## config.mk

```make
export PLATFORM = sky130hd
export DESIGN_NAME = pao_top
export DESIGN_NICKNAME = d
export VERILOG_FILES = /design/src/logic/pao_pkg.sv /design/src/logic/pao_src_select.sv /design/src/logic/pao_width_timer.sv /design/src/logic/pao_top.sv
export SDC_FILE = /design/constraint.sdc
export NUM_CORES = 1
export LEC_CHECK = 0
export BUFFER_PORTS_ARGS = -buffer_cell sky130_fd_sc_hd__buf_2
export CORE_ASPECT_RATIO = 1.4
export CORE_MARGIN = 4
export CORE_UTILIZATION = 40
export CTS_CLUSTER_SIZE = 28
export DETAILED_ROUTE_END_ITERATION = 16
export PLACE_DENSITY = 0.6
export SLEW_MARGIN = 30
export SYNTH_ARGS = -nofsm -noshare
export SYNTH_HDL_FRONTEND = slang
export SYNTH_SLANG_ARGS = --single-unit
export TNS_END_PERCENT = 5
```

## constraint.sdc

```tcl
create_clock -name I_REF_CLK -period 4.45 [get_ports I_REF_CLK]
set_clock_uncertainty 0.2 [all_clocks]
set_input_delay 0.89 -clock I_REF_CLK [delete_from_list [all_inputs] [get_ports I_REF_CLK]]
set_output_delay 0.89 -clock I_REF_CLK [all_outputs]
set_load 0.02 [all_outputs]
```

## src/logic/pao_pkg.sv

```systemverilog
// Functional notes
// - Control bit 7 set runs the oscillator, cleared stops it.
// - Control bit 5 reads back the present output level.
// - Control bit 4 set inverts the output, cleared passes it unchanged.
// - Control bit 0 set selects pulse mode, output rate equals carry rate.
// - Control bit 0 clear selects square wave mode, half the carry rate.
// - Width field bits 7:5 gives active time of two to the code periods.
// - Width field applies only in pulse mode, ignored in square wave mode.
// - Source field bits 3:0 selects source clock; 1010 and 1111 reserved.
// - Running sum is 20 bits across three byte registers, upper bits reserved.
// - Sum bytes map upper 23:16, high 15:8, low 7:0.
// - Step value is 20-bit read/write, resets to one.
// - Step shadow loads all 20 bits on next source falling edge after low write.
// - Each source rising edge while running adds shadow step to sum; bit 19 carry is overflow.
// - Pulse mode output goes active on edge after overflow, inactive after width.
// - Each overflow sets a sticky flag until software clears it.
// - While disabled, step byte writes update the shadow at once.
package pao_pkg;
    localparam logic [11:0] PAO_SUM_LOW_ADDR   = 12'h58C;
    localparam logic [11:0] PAO_SUM_HIGH_ADDR  = 12'h58D;
    localparam logic [11:0] PAO_SUM_UPPER_ADDR = 12'h58E;
    localparam logic [11:0] PAO_STEP_LOW_ADDR  = 12'h58F;
    localparam logic [11:0] PAO_STEP_HIGH_ADDR = 12'h590;
    localparam logic [11:0] PAO_STEP_UPPER_ADDR = 12'h591;
    localparam logic [11:0] PAO_CONTROL_ADDR   = 12'h592;
    localparam logic [11:0] PAO_SELECT_ADDR    = 12'h593;
    localparam logic [11:0] PAO_FLAG_ADDR      = 12'h594;

    localparam int PAO_CTL_ENABLE_BIT = 7;
    localparam int PAO_CTL_OUT_BIT    = 5;
    localparam int PAO_CTL_INVERT_BIT = 4;
    localparam int PAO_CTL_PULSE_BIT  = 0;
    localparam int PAO_SEL_WIDTH_MSB  = 7;
    localparam int PAO_SEL_WIDTH_LSB  = 5;
    localparam int PAO_SEL_SRC_MSB    = 3;
    localparam int PAO_SEL_SRC_LSB    = 0;

    localparam logic [19:0] PAO_STEP_RESET = 20'h00001;
    localparam logic [3:0]  PAO_SRC_RSVD_A = 4'hA;
    localparam logic [3:0]  PAO_SRC_RSVD_B = 4'hF;

    typedef enum logic [1:0] {
        PAO_LOAD_IDLE = 2'b00,
        PAO_LOAD_WAIT = 2'b01
    } pao_load_t;
endpackage

```

## src/logic/pao_src_select.sv

```systemverilog
`timescale 1ns/1ps
`default_nettype none
module pao_src_select
    import pao_pkg::*;
(
    // Clock and reset
    input  wire logic        i_clk,
    input  wire logic        i_rst,
    // Sources and select
    input  wire logic [15:0] i_sources,
    input  wire logic [3:0]  i_select,
    // Source edges
    output logic             o_rise,
    output logic             o_fall
);
    logic       level_reg;
    logic       sel_level;
    logic       sel_valid;

    // Reserved codes hold the source low, so no rising edges appear
    assign sel_valid = (i_select != PAO_SRC_RSVD_A) && (i_select != PAO_SRC_RSVD_B);
    assign sel_level = sel_valid & i_sources[i_select];

    always_ff @(posedge i_clk) begin
        if (i_rst) begin
            level_reg <= 1'b0;
        end else begin
            level_reg <= sel_level;
        end
    end

    assign o_rise = sel_level & ~level_reg;
    assign o_fall = ~sel_level & level_reg;
endmodule
`default_nettype wire

```

## src/logic/pao_width_timer.sv

```systemverilog
`timescale 1ns/1ps
`default_nettype none
module pao_width_timer
    import pao_pkg::*;
(
    // Clock and reset
    input  wire logic       i_clk,
    input  wire logic       i_rst,
    // Control
    input  wire logic       i_tick,
    input  wire logic       i_start,
    input  wire logic [2:0] i_width_code,
    // Status
    output logic            o_active
);
    logic [7:0] count_reg;
    logic       active_reg;
    logic [7:0] periods;

    assign periods = 8'h01 << i_width_code;

    always_ff @(posedge i_clk) begin
        if (i_rst) begin
            count_reg  <= 8'h00;
            active_reg <= 1'b0;
        end else if (i_tick) begin
            if (i_start) begin
                active_reg <= 1'b1;
                count_reg  <= periods - 8'h01;
            end else if (count_reg != 8'h00) begin
                count_reg <= count_reg - 8'h01;
            end else begin
                active_reg <= 1'b0;
            end
        end
    end

    assign o_active = active_reg;
endmodule
`default_nettype wire

```

## src/logic/pao_top.sv

```systemverilog
`timescale 1ns/1ps
`default_nettype none
module pao_top
    import pao_pkg::*;
#(
    parameter int SUM_WIDTH = 20
) (
    // Clock and reset
    input  wire logic        I_REF_CLK,
    input  wire logic        I_RESET,
    // Register port
    input  wire logic [11:0] I_ADDR,
    input  wire logic [7:0]  I_WDATA,
    input  wire logic        I_WR,
    input  wire logic        I_RD,
    output logic      [7:0]  O_RDATA,
    // Candidate source clocks, indexed by select code
    input  wire logic [15:0] I_SOURCES,
    // Oscillator output and events
    output logic             O_OSC_OUT,
    output logic             O_OVERFLOW_FLAG
);
    // Register state
    logic [7:0]           control_reg;
    logic [7:0]           select_reg;
    logic [SUM_WIDTH-1:0] sum_reg;
    logic [SUM_WIDTH-1:0] step_reg;
    logic [SUM_WIDTH-1:0] shadow_reg;
    logic                 flag_reg;
    logic                 level_reg;
    logic                 out_reg;
    logic [7:0]           rdata_reg;
    pao_load_t            load_reg;

    // Decoded controls
    logic                 enable;
    logic                 invert;
    logic                 pulse_mode;
    logic [2:0]           width_code;
    logic [3:0]           src_code;
    logic                 src_rise;
    logic                 src_fall;
    logic                 tick;
    logic [SUM_WIDTH:0]   sum_next;
    logic                 overflow;
    logic                 pulse_active;
    logic                 raw_level;
    logic                 out_next;
    logic [7:0]           rdata_next;
    logic [23:0]          sum_wide;
    logic [23:0]          step_wide;

    logic wr_sum_l;
    logic wr_sum_h;
    logic wr_sum_u;
    logic wr_step_l;
    logic wr_step_h;
    logic wr_step_u;
    logic wr_ctl;
    logic wr_sel;
    logic wr_flag;

    assign enable     = control_reg[PAO_CTL_ENABLE_BIT];
    assign invert     = control_reg[PAO_CTL_INVERT_BIT];
    assign pulse_mode = control_reg[PAO_CTL_PULSE_BIT];
    assign width_code = select_reg[PAO_SEL_WIDTH_MSB:PAO_SEL_WIDTH_LSB];
    assign src_code   = select_reg[PAO_SEL_SRC_MSB:PAO_SEL_SRC_LSB];

    assign wr_sum_l  = I_WR && (I_ADDR == PAO_SUM_LOW_ADDR);
    assign wr_sum_h  = I_WR && (I_ADDR == PAO_SUM_HIGH_ADDR);
    assign wr_sum_u  = I_WR && (I_ADDR == PAO_SUM_UPPER_ADDR);
    assign wr_step_l = I_WR && (I_ADDR == PAO_STEP_LOW_ADDR);
    assign wr_step_h = I_WR && (I_ADDR == PAO_STEP_HIGH_ADDR);
    assign wr_step_u = I_WR && (I_ADDR == PAO_STEP_UPPER_ADDR);
    assign wr_ctl    = I_WR && (I_ADDR == PAO_CONTROL_ADDR);
    assign wr_sel    = I_WR && (I_ADDR == PAO_SELECT_ADDR);
    assign wr_flag   = I_WR && (I_ADDR == PAO_FLAG_ADDR);

    pao_src_select u_src (
        .i_clk     (I_REF_CLK),
        .i_rst     (I_RESET),
        .i_sources (I_SOURCES),
        .i_select  (src_code),
        .o_rise    (src_rise),
        .o_fall    (src_fall)
    );

    assign tick     = enable & src_rise;
    assign sum_next = {1'b0, sum_reg} + {1'b0, shadow_reg};
    assign overflow = tick & sum_next[SUM_WIDTH];

    pao_width_timer u_width (
        .i_clk        (I_REF_CLK),
        .i_rst        (I_RESET),
        .i_tick       (tick),
        .i_start      (overflow & pulse_mode),
        .i_width_code (width_code),
        .o_active     (pulse_active)
    );

    // Pulse mode uses the width timer; width field ignored otherwise
    assign raw_level = pulse_mode ? pulse_active : level_reg;
    assign out_next  = raw_level ^ invert;

    // Square wave level toggles on each carry
    always_ff @(posedge I_REF_CLK) begin
        if (I_RESET) begin
            level_reg <= 1'b0;
        end else if (overflow && !pulse_mode) begin
            level_reg <= ~level_reg;
        end
    end

    // Running sum; software writes while running are undefined by contract
    always_ff @(posedge I_REF_CLK) begin
        if (I_RESET) begin
            sum_reg <= '0;
        end else if (tick) begin
            sum_reg <= sum_next[SUM_WIDTH-1:0];
        end else if (wr_sum_l) begin
            sum_reg[7:0] <= I_WDATA;
        end else if (wr_sum_h) begin
            sum_reg[15:8] <= I_WDATA;
        end else if (wr_sum_u) begin
            sum_reg[SUM_WIDTH-1:16] <= I_WDATA[SUM_WIDTH-17:0];
        end
    end

    // Step bytes, reset to one
    always_ff @(posedge I_REF_CLK) begin
        if (I_RESET) begin
            step_reg <= PAO_STEP_RESET;
        end else if (wr_step_l) begin
            step_reg[7:0] <= I_WDATA;
        end else if (wr_step_h) begin
            step_reg[15:8] <= I_WDATA;
        end else if (wr_step_u) begin
            step_reg[SUM_WIDTH-1:16] <= I_WDATA[SUM_WIDTH-17:0];
        end
    end

    // Shadow: immediate when stopped, else armed by low byte until source fall
    always_ff @(posedge I_REF_CLK) begin
        if (I_RESET) begin
            shadow_reg <= PAO_STEP_RESET;
            load_reg   <= PAO_LOAD_IDLE;
        end else if (!enable) begin
            shadow_reg <= step_reg;
            load_reg   <= PAO_LOAD_IDLE;
        end else begin
            case (load_reg)
                PAO_LOAD_IDLE: begin
                    // Upper and high bytes assumed already written
                    if (wr_step_l) begin
                        load_reg <= PAO_LOAD_WAIT;
                    end
                end
                PAO_LOAD_WAIT: begin
                    if (src_fall) begin
                        shadow_reg <= step_reg;
                        load_reg   <= wr_step_l ? PAO_LOAD_WAIT : PAO_LOAD_IDLE;
                    end
                end
                default: begin
                    load_reg <= PAO_LOAD_IDLE;
                end
            endcase
        end
    end

    // Control, select, flag; set wins over clear
    always_ff @(posedge I_REF_CLK) begin
        if (I_RESET) begin
            control_reg <= 8'h00;
            select_reg  <= 8'h00;
            flag_reg    <= 1'b0;
            out_reg     <= 1'b0;
        end else begin
            if (wr_ctl) begin
                control_reg <= I_WDATA & 8'h91;
            end
            if (wr_sel) begin
                select_reg <= I_WDATA;
            end
            if (overflow) begin
                flag_reg <= 1'b1;
            end else if (wr_flag && !I_WDATA[0]) begin
                flag_reg <= 1'b0;
            end
            out_reg <= out_next;
        end
    end

    assign sum_wide  = {{(24-SUM_WIDTH){1'b0}}, sum_reg};
    assign step_wide = {{(24-SUM_WIDTH){1'b0}}, step_reg};

    always_comb begin
        case (I_ADDR)
            PAO_SUM_LOW_ADDR:    rdata_next = sum_wide[7:0];
            PAO_SUM_HIGH_ADDR:   rdata_next = sum_wide[15:8];
            PAO_SUM_UPPER_ADDR:  rdata_next = sum_wide[23:16];
            PAO_STEP_LOW_ADDR:   rdata_next = step_wide[7:0];
            PAO_STEP_HIGH_ADDR:  rdata_next = step_wide[15:8];
            PAO_STEP_UPPER_ADDR: rdata_next = step_wide[23:16];
            PAO_CONTROL_ADDR:    rdata_next = control_reg | {2'b00, out_reg, 5'b00000};
            PAO_SELECT_ADDR:     rdata_next = select_reg;
            PAO_FLAG_ADDR:       rdata_next = {7'b0000000, flag_reg};
            default:             rdata_next = 8'h00;
        endcase
    end

    always_ff @(posedge I_REF_CLK) begin
        if (I_RESET) begin
            rdata_reg <= 8'h00;
        end else if (I_RD) begin
            rdata_reg <= rdata_next;
        end else begin
            rdata_reg <= 8'h00;
        end
    end

    assign O_RDATA         = rdata_reg;
    assign O_OSC_OUT       = out_reg;
    assign O_OVERFLOW_FLAG = flag_reg;
endmodule
`default_nettype wire

```

-- Yosys cells after proc, flatten, opt, wreduce, memory -nomap -nowiden
Cells that the tools add are included.
- register bits after elaboration: 94
- bits of input ports: 40
- output and inout bits: 10
- word-level logic and storage cells: 110
- $add $sub $neg: 3
- magnitude comparators: 1
- equal/unequal tests: 19
- shift-type cells: 1
- multiplexer cells: 23
- bitwise logic cells: 15
- reductions and logical operators: 31
- operator list (operator ; count):
    $eq 12x11->1 const B ; 9
    $mux 20 ; 4
    $pmux 8 s9 ; 1
    $mux 8 ; 4
    $add 20x20->21 ; 1
    $sub 8x1->8 const B ; 2
    $logic_and 1x1->1 ; 12
    $mux 12 ; 1
    $reduce_and 2->1 ; 6
    $reduce_bool 2->1 ; 5
    $mux 4 ; 2
    $ne 2x2->1 const B ; 4
    $ne 4x4->1 const B ; 2
    $or 8x6->8 ; 1
    $reduce_bool 8->1 ; 1
    $shl 1x3->8 const A ; 1
    $mux 1 ; 7
    $not 1->1 ; 7
    $and 1x1->1 ; 6
    $ne 2x1->1 const B ; 3
    $reduce_and 3->1 ; 2
    $lt 4x5->1 const B ; 1
    $bmux 1 s4 ; 1
    $mux 2 ; 2
    6 further kinds ; 8

-- Longest topological paths before layout
Gate-level depths: netlist (run 1).
- depth in word-level cells: 9
- depth in mapped cells: 16
- depth with buffers taken out: 15

-- By module
Synthesis (run 1) repeated with hierarchy kept, for this count alone.
- cell total of the unflattened synthesis: 622
- area total of the unflattened synthesis: 5466.5 sq um
- modules (own cells, without submodules) (module ; times used ; cells each ; area each (sq um) ; seq. area each (sq um)):
    pao_top ; 1 ; 528 ; 4653.2 ; 1661.6
    pao_width_timer ; 1 ; 73 ; 586.8 ; 180.2
    pao_src_select ; 1 ; 21 ; 226.5 ; 20.0

-- Worst setup path before layout (run 1)
Ideal clock, no wire load.
- path type: reg2reg
- start point: register sum_reg[0]
- end point: register u_width.count_reg[6]
- setup time: 0.133 ns
- data arrival time: 3.473 ns
- required time: 4.117 ns
- path slack: 0.643 ns
- stages on the path, launching flop included: 16
- path buffers: 2
- period minus slack after synthesis: 3.807 ns
- path through: dfxtp_1 -> ha_1 -> fa_1 -> a211oi_1 -> o21a_1 -> or4_4 -> a211o_1 -> a21oi_4 -> buf_6 -> mux2i_1 -> ha_1 -> clkbuf_1 -> inv_1 -> o32a_1 -> mux2i_1 -> o22ai_1
- word-level cells in the longest chain between the ends: 5
- elaborated cells between the ends (all ways): 6
- classes of those cells: 1 x add/sub; 1 x mux; 2 x bitwise; 2 x reduce/logical
- RTL lines (element ; line ; source):
    from (decl) ; pao_top.sv:26 ; logic [SUM_WIDTH-1:0] sum_reg;
    from (signal assigned) ; pao_top.sv:119 ; sum_reg <= sum_next[SUM_WIDTH-1:0];
    from (signal, indexed assignment) ; pao_top.sv:125 ; sum_reg[SUM_WIDTH-1:16] <= I_WDATA[SUM_WIDTH-17:0];
    $add 20x20->21 * ; pao_top.sv:89 ; assign sum_next = {1'b0, sum_reg} + {1'b0, shadow_reg};
    $and 1x1->1 * ; pao_top.sv:90 ; assign overflow = tick & sum_next[SUM_WIDTH];
    $and 1x1->1 * ; pao_top.sv:96 ; .i_start (overflow & pulse_mode),
    $reduce_bool 2->1 (no line) ; - ;
    $reduce_and 2->1 (no line) ; - ;
    to (signal assigned) ; pao_width_timer.sv:29 ; count_reg <= periods - 8'h01;
    to (signal assigned) ; pao_width_timer.sv:31 ; count_reg <= count_reg - 8'h01;
    to (decl) ; pao_width_timer.sv:16 ; logic [7:0] count_reg;
Mark *: on every way between the ends. The rest lies on a longest branch, timed or not.
A chain may end at the register's enable or synchronous reset.

-- Final worst setup path (run 1)
Ends and elaborated chain as after synthesis.

==> results.json, run 1 <==
{
  "run_status": "finished clean",
  "cts-resized-gates": 0,
  "h-tree-depth": 3,
  "critical_path_class": "reg2reg",
  "synth_nets": 682,
  "drt_pass1_iterations": 4,
  "drive_gt1_share_pct": 14.8,
  "hold_viol": 0,
  "antennaDiodeCount": 0,
  "dominantRegCellSynth": "dfxtp_1",
  "p_per_area_nw_per_um2": 276,
  "ff_latch_area_um2": 1860,
  "routed_wl_um": 15600,
  "grt_use_total_pct": 20.6,
  "synth.ff_latch_count": 93,
  "yosysTopAreaCell": "dfxtp_1",
  "place_area_um2": 5680,
  "multiInputGateArea_um2": 3280,
  "synth_edf_count": 0,
  "period_share_pct": 92.8,
  "postCtsSetupBuffers": 0,
  "core_area_um2": 12900,
  "start_kind": "flop",
  "holdWs_ns": 0.263,
  "io_pins": 50,
  "required_ns": 4.46,
  "ctsHoldBuffers": 0,
  "slew_viol_final": 0,
  "finalSetupTns_ns": 0,
  "grt_pass1_vias": 4617,
  "yosysWarnings": 0,
  "grt_overflow_total": 0,
  "ys_types": 62,
  "port-buffer-count": 47,
  "synth_top_area_share_pct": 35.1,
  "maxSlewHeadroom_pct": 43.7,
  "antenna_found_initial": 0,
  "root_buffer": "clkbuf_16",
  "arrival_ns": 4.14,
  "wl_per_cell_um": 18.8,
  "cts-buffers-inserted": 9,
  "synth.area.top_cells": "dfxtp_1, mux2i_1, nor2_1",
  "timing.critical_path.fanout_max": 8,
  "cap_violations": 0,
  "antenna_left": 0,
  "fill_cells": 1266,
  "vdd_drop_max_mv": 0.184,
  "yosysMostFrequentCell": "dfxtp_1",
  "nNetsFinal": 713,
  "die_area_um2": 15200,
  "synthesis.area_um2": 5310,
  "core.rowCount": 49,
  "ys_seq_area_share_pct": 35.1,
  "start_util_pct": 41.1,
  "fmax_ghz": 0.242,
  "initialDrtViolationCount": 242,
  "finalPower_uw": 1650,
  "grt_start_max_net_pins": 44,
  "ys_async_sr_fraction_pct": 0,
  "synthTopCellsByCount": "dfxtp_1, nor2_1, nand2_1",
  "finalSetupViolCount": 0,
  "num_vias": 4748,
  "die_h_um": 144,
  "dpl.hpwl_um": 11700,
  "syn_avg_cell_area_um2": 8.57,
  "final_area_um2": 5970,
  "endpoint_kind": "flop",
  "syn-instance-count": 620,
  "grt_pass1_wl_um": 24400,
  "gp_congestion": 0.883,
  "clk_latency_ns": 0.35,
  "die-width_um": 105,
  "rsz0062_at_grt": "false",
  "hold_path.class": "reg2reg",
  "cts_tree": "done",
  "tightest_slew_ns": 0.842,
  "leakagePower_uw": 0.00223,
  "syn_to_final_growth_pct": 12.4,
  "clock_path_buffers": 2,
  "clk_pin_slew_ns": 0.07,
  "drc": 0,
  "via_per_inst": 5.69,
  "clock_sinks": 93,
  "period_minus_slack_ns": 4.13,
  "fin_util_pct": 46.1
}
[layer usage]
layer	vias to the layer above	track usage, %	wire length (um)
met5	-	0	0
met4	0	12.0	809
met3	41	2.86	608
met2	112	35.3	7920
met1	2281	24.6	6310
li1	2314	-	-
[placed cells by master (no fill, tap or decap), types with 3 or more instances in the layout]
master,netlist,final
a2111oi_0,3,3
a211oi_1,24,24
a211oi_2,3,3
a21o_1,12,12
a21oi_1,50,50
a22o_1,4,4
a22oi_1,8,8
a31oi_1,4,3
and2_1,4,4
and3_1,4,4
buf_2,9,47
buf_4,0,7
clkbuf_16,0,9
dfxtp_1,93,93
ha_1,21,20
inv_1,8,8
mux2_2,6,6
mux2i_1,52,52
mux4_2,8,8
nand2_1,78,78
nand3_1,9,9
nand3b_1,5,5
nand4_1,4,4
nor2_1,79,79
nor2b_1,4,4
nor3_1,7,7
nor3b_1,5,5
o2111ai_1,3,3
o211a_1,3,3
o21a_1,6,6
o21ai_0,28,28
xnor2_1,10,10
xor2_1,6,6
[logic make-up (layout without fill, tap and decap cells)]
family	Yosys count	in the layout	share of synthesized area, %
and+or+nand+nor	216	216	18.3
AOI/OAI and AO/OA	165	165	20.9
DFF	93	93	35.1
muxes	66	66	14.5
buffers and inverters	42	78	3.32
adders and majority gates	22	22	5.32
xor gates and xnor gates	16	16	2.64
[report_power, final]
| group | leakage (uW) | switching [uW] | internal (uW) |
|---|---|---|---|
| logic | 0.00134 | 50.2 | 23.5 |
| clock network | 0.000143 | 345 | 398 |
| registers | 0.000749 | 0.598 | 832 |
[final timing paths]
check	endpoint	start	cells after the start	slack, ns
worst max-delay path	u_width.count_reg[6]	sum_reg[0]	14	0.32
worst min-delay path	select_reg[4]	select_reg[4]	2	0.26
worst max register to register	u_width.count_reg[6]	sum_reg[0]	14	0.32
worst min register to register	select_reg[4]	select_reg[4]	2	0.26
[worst max-delay path: stages, from the launching register on]
cell and delay, ns:
dfxtp_1 0.36, ha_1 0.24, fa_1 0.26, a211oi_1 0.12, o21a_1 0.23, or4_4 0.51, a211o_1 0.41, a21oi_1 0.33
nand2_1 0.13, a21boi_0 0.22, ha_2 0.30, inv_1 0.11, o32a_1 0.35, mux2i_1 0.15, o22ai_1 0.09
[final cells by class]
type                    instances  share of cell area (%)
well taps                     178                    3.73
clock inverters                 6                   0.755
repair buffers                 54                    4.82
multi-input cells             485                    55.0
inverters                       8                   0.503
flip-flops and latches         93                    31.2
clock buffers                  10                    4.00
[per-stage QoR]
stage | instances | setup WS [ns]
2_1_floorplan | 620 | 0.643
3_3_place_gp | 818 | 0.341
3_5_place_dp | 818 | 0.264
4_1_cts | 834 | 0.231
5_1_grt | 834 | 0.0505
6_report | 834 | 0.320
No activity file was read; power rests on OpenSTA's default activity.
==> run 2: changes to the inputs <==
Settings changed: SETUP_SLACK_MARGIN set to 0.4.
==> run 2 against run 1 <==
Register-to-register slack improved by 0.27 ns. Critical path depth unchanged. Sequential cell count is the same. First-iteration DRC count fell by 5.4%. Global-route usage is essentially flat. Clock power barely moved. Power down 0.14%. Final cell count grew 0.36%. Hold slack improved by 0.0040 ns. Non-clock buffer count increased by 3. Wire length barely moved. Critical endpoint unchanged. Highest routed layer unchanged. Worst setup slack improved by 0.27 ns.
==> results.json, run 2 (synthesis results as in run 1) <==
{
  "maxSlewHeadroom_pct": 43.8,
  "wl_met1_um": 6440,
  "endpoint_kind": "flop",
  "grt_overflow_total": 0,
  "via_per_inst": 5.66,
  "start_kind": "flop",
  "run_status": "finished clean",
  "cap_violations": 0,
  "initialDrtViolationCount": 229,
  "wl_met3_um": 539,
  "min_to": "select_reg[4]",
  "required_ns": 4.46,
  "h-tree-depth": 3,
  "hold_path.class": "reg2reg",
  "grt_use_total_pct": 20.6,
  "startpoint": "sum_reg[0]",
  "drc": 0,
  "top_layer_used": "met4",
  "finalSetupTns_ns": 0,
  "period_minus_slack_ns": 3.86,
  "gp_congestion": 0.883,
  "r2r_cells": 14,
  "multiInputGateArea_um2": 3300,
  "clk_pin_slew_ns": 0.07,
  "grt_start_max_net_pins": 44,
  "io_pins": 50,
  "antenna_found_initial": 0,
  "dpl.hpwl_um": 11700,
  "start_util_pct": 41.1,
  "fill_cells": 1262,
  "num_vias": 4734,
  "die_area_um2": 15200,
  "core_area_um2": 12900,
  "ff_latch_area_um2": 1860,
  "tightest_slew_ns": 0.841,
  "vdd_drop_max_mv": 0.183,
  "clock_path_buffers": 2,
  "min_from": "select_reg[4]",
  "final_cell_mix": "dfxtp_1, nor2_1, nand2_1",
  "antennaDiodeCount": 0,
  "cts_tree": "done",
  "port-buffer-count": 47,
  "syn_to_final_growth_pct": 13.1,
  "leakagePower_uw": 0.00225,
  "die-width_um": 105,
  "critical_path_class": "reg2reg",
  "period_share_pct": 86.8,
  "r2r-start": "sum_reg[0]",
  "wl_met2_um": 7870,
  "routed_wl_um": 15700,
  "hold_viol": 0,
  "min_path_cells": 2,
  "finalSetupViolCount": 0,
  "slew_viol_final": 0,
  "arrival_ns": 3.88,
  "fin_cells": 837,
  "r2r_setup_slack_ns": 0.59,
  "clock_sinks": 93,
  "p_per_area_nw_per_um2": 274,
  "die_h_um": 144,
  "core.rowCount": 49,
  "drive_gt1_share_pct": 15.6,
  "timing.critical_path.fanout_max": 5,
  "wl_per_cell_um": 18.7,
  "grt_pass1_vias": 4619,
  "drt_pass1_iterations": 4,
  "grt_pass1_wl_um": 24400,
  "reg2reg_to": "u_width.count_reg[6]",
  "rsz0062_at_grt": "false",
  "clk_latency_ns": 0.35,
  "fmax_ghz": 0.259,
  "cts-buffers-inserted": 9,
  "nNetsFinal": 716,
  "antenna_left": 0,
  "root_buffer": "clkbuf_16",
  "final_common_cell": "dfxtp_1",
  "dp.cells": 818
}
-- run 2: worst max path at each step --
stage,end,slack (ns),cells past startpoint
CTS,u_width.count_reg[6],0.42,14
global route,u_width.count_reg[6],0.40,14
detailed placement,u_width.count_reg[6],0.26,14
floorplan,u_width.count_reg[6],0.64,15
global placement,u_width.count_reg[6],0.34,14
finish,u_width.count_reg[6],0.59,14
-- run 2: per-layer routing --
| metal | vias up | GRT usage, % |
|---|---|---|
| met2 | 112 | 35.3 |
| li1 | 2321 | - |
| met3 | 40 | 2.86 |
| met5 | - | 0 |
| met1 | 2261 | 24.6 |
| met4 | 0 | 12.0 |
-- run 2: layout make-up --
class                           count  share of cell area, %
Timing Repair Buffer               57                   5.17
Multi-Input combinational cell    485                   54.9
Inverter                            8                  0.500
Tap cell                          178                   3.71
Clock buffer                       10                   3.98
Clock inverter                      6                  0.750
Sequential cell                    93                   31.0
-- run 2: critical path: stages, from the launching register on --
cell and delay, ns:
dfxtp_1 0.36, ha_1 0.24, fa_2 0.26, a211oi_1 0.10, o21a_1 0.23, or4_4 0.52
a211o_4 0.40, a21oi_2 0.22, nand2_1 0.11, a21boi_1 0.18, ha_2 0.24, inv_1 0.09
o32a_1 0.34, mux2i_1 0.15, o22ai_1 0.09
-- run 2: power breakdown --
part / switching, uW / internal [uW] / total (uW) / leakage (uW)
registers: 0.610 / 832 / 833 / 0.000749
clock network: 343 / 398 / 742 / 0.000143
logic: 49.8 / 23.5 / 73.3 / 0.00135
-- run 2: stage by stage --
| step | util (%) | hold slack, ns | worst slack [ns] | cell area [um^2] | total power [uW] |
|---|---|---|---|---|---|
| 2_1_floorplan | - | 0.228 | 0.643 | 5310 | 886 |
| 4_1_cts | 46.2 | 0.262 | 0.425 | 5970 | 1660 |
| 5_1_grt | 46.4 | 0.283 | 0.402 | 6010 | 1700 |
| 3_3_place_gp | 43.9 | 0.243 | 0.341 | 5680 | 924 |
| 6_report | 46.4 | 0.267 | 0.588 | 6010 | 1650 |
| 3_5_place_dp | 43.9 | 0.251 | 0.264 | 5680 | 925 |
-- run 2: what timing repair did --
| item | 4_1_cts | 5_1_grt |
|---|---|---|
| buffers inserted | 0 | 3 |
| pin swaps | 0 | 1 |
| endpoints found under the setup margin | 2 | 3 |
| hold buffers | 0 | 0 |
| resized for setup | 2 | 3 |
==> run 3: changes to the inputs <==
Settings changed: CTS_BUF_LIST set to sky130_fd_sc_hd__clkbuf_16.
==> run 3 against run 2 <==
Sequential power hardly changed. Worst setup slack got worse by 0.0031 ns. Design area fell by 0.17%. Clock-buffer cell count down 1. Maximum frequency about the same. Global-route usage barely moved. Die area stayed put. Largest cell class unchanged.
==> results.json, run 3 (synthesis results as in run 1) <==
{
  "fin_util_pct": 46.3,
  "finalSetupTns_ns": 0,
  "root_buffer": "clkbuf_16",
  "run_status": "finished clean",
  "die-width_um": 105,
  "final_common_cell": "dfxtp_1",
  "min_to": "select_reg[4]",
  "maxSlewHeadroom_pct": 43.4,
  "grt_pass1_vias": 4617,
  "p_per_area_nw_per_um2": 272,
  "vdd_drop_max_mv": 0.183,
  "grt_pass1_wl_um": 24400,
  "grt_use_total_pct": 20.6,
  "core_area_um2": 12900,
  "port-buffer-count": 47,
  "antennaDiodeCount": 0,
  "io_pins": 50,
  "cts-buffers-inserted": 9,
  "h-tree-depth": 3,
  "num_vias": 4767,
  "clock_sinks": 93,
  "die_h_um": 144,
  "period_minus_slack_ns": 3.86,
  "grt_start_max_net_pins": 44,
  "antenna_found_initial": 0,
  "gp_congestion": 0.883,
  "critical_path_class": "reg2reg",
  "clock_path_buffers": 2,
  "min_from": "select_reg[4]",
  "die_area_um2": 15200,
  "r2r_setup_slack_ns": 0.59,
  "leakagePower_uw": 0.00224,
  "ctsHoldBuffers": 0,
  "drt_pass1_iterations": 4,
  "fmax_ghz": 0.259,
  "hold_path.class": "reg2reg",
  "endpoint_kind": "flop",
  "start_util_pct": 41.1,
  "finalSetupViolCount": 0,
  "start_kind": "flop",
  "antenna_left": 0,
  "grt_overflow_total": 0,
  "clk_latency_ns": 0.35,
  "nNetsFinal": 716,
  "core.rowCount": 49,
  "final_cell_mix": "dfxtp_1, nor2_1, nand2_1",
  "cts_tree": "done",
  "dpl.hpwl_um": 11700,
  "cap_violations": 0,
  "timing.critical_path.fanout_max": 5,
  "r2r-start": "sum_reg[0]",
  "hold_viol": 0,
  "rsz0062_at_grt": "false",
  "syn_to_final_growth_pct": 12.9,
  "clk_pin_slew_ns": 0.07,
  "drive_gt1_share_pct": 15.5,
  "period_share_pct": 86.9,
  "wl_per_cell_um": 18.7,
  "arrival_ns": 3.88,
  "via_per_inst": 5.70,
  "r2r_cells": 14,
  "tightest_slew_ns": 0.847,
  "drc": 0,
  "initialDrtViolationCount": 220,
  "min_path_cells": 2,
  "reg2reg_to": "u_width.count_reg[6]",
  "routed_wl_um": 15700,
  "slew_viol_final": 0,
  "required_ns": 4.46
}
-- run 3: timing repair --
item                       CTS  global route
gates resized for setup      2             3
pin swaps                    0             1
setup endpoints to repair    2             3
buffers inserted             0             3
-- run 3: metrics by stage --
step	setup slack (ns)	area, um^2	total power (uW)	cells	hold slack (ns)
6_report	0.585	6000	1630	837	0.263
4_1_cts	0.425	5960	1640	834	0.262
3_3_place_gp	0.341	5680	924	818	0.243
5_1_grt	0.402	6000	1680	837	0.283
3_5_place_dp	0.264	5680	925	818	0.251
2_1_floorplan	0.643	5310	886	620	0.228
-- run 3: how the worst max path moves through the flow --
stage,from,endpoint,cells after the start
floorplan,sum_reg[0],u_width.count_reg[6],15
global placement,sum_reg[0],u_width.count_reg[6],14
detailed placement,sum_reg[0],u_width.count_reg[6],14
CTS,sum_reg[0],u_width.count_reg[6],14
global route,sum_reg[0],u_width.count_reg[6],14
finish,sum_reg[0],u_width.count_reg[6],14
-- run 3: critical path, cell delays in order, from the launching register on --
cell and delay (ns):
dfxtp_1 0.36, ha_1 0.24, fa_2 0.26, a211oi_1 0.10, o21a_1 0.23, or4_4 0.52, a211o_4 0.40, a21oi_2 0.22
nand2_1 0.11, a21boi_1 0.18, ha_2 0.25, inv_1 0.09, o32a_1 0.34, mux2i_1 0.15, o22ai_1 0.09
-- run 3: area by class of cell --
| class | count | area, um^2 |
|---|---|---|
| fillers | 1260 | 6940 |
| repair buffers | 57 | 310 |
| clock inverters | 7 | 48.8 |
| well taps | 178 | 223 |
| flip-flops and latches | 93 | 1860 |
| clock buffers | 9 | 225 |
| inverters | 8 | 30.0 |
| multi-input cells | 485 | 3300 |
-- run 3: metal layers --
layer | share of wire [%] | track usage (%) | up-vias
met1 | 41 | 24.6 | 2276
li1 | - | - | 2316
met4 | 5.3 | 12.0 | 0
met3 | 3.5 | 2.86 | 43
met5 | 0 | 0 | -
met2 | 50 | 35.2 | 132
-- run 3: power by group --
| part | total [uW] | leakage, uW | switching [uW] | internal, uW |
|---|---|---|---|---|
| logic | 73.5 | 0.00135 | 50.0 | 23.5 |
| registers | 833 | 0.000749 | 0.612 | 832 |
| clock network | 724 | 0.000138 | 343 | 381 |
| total | 1630 | 0.00224 | 394 | 1240 |
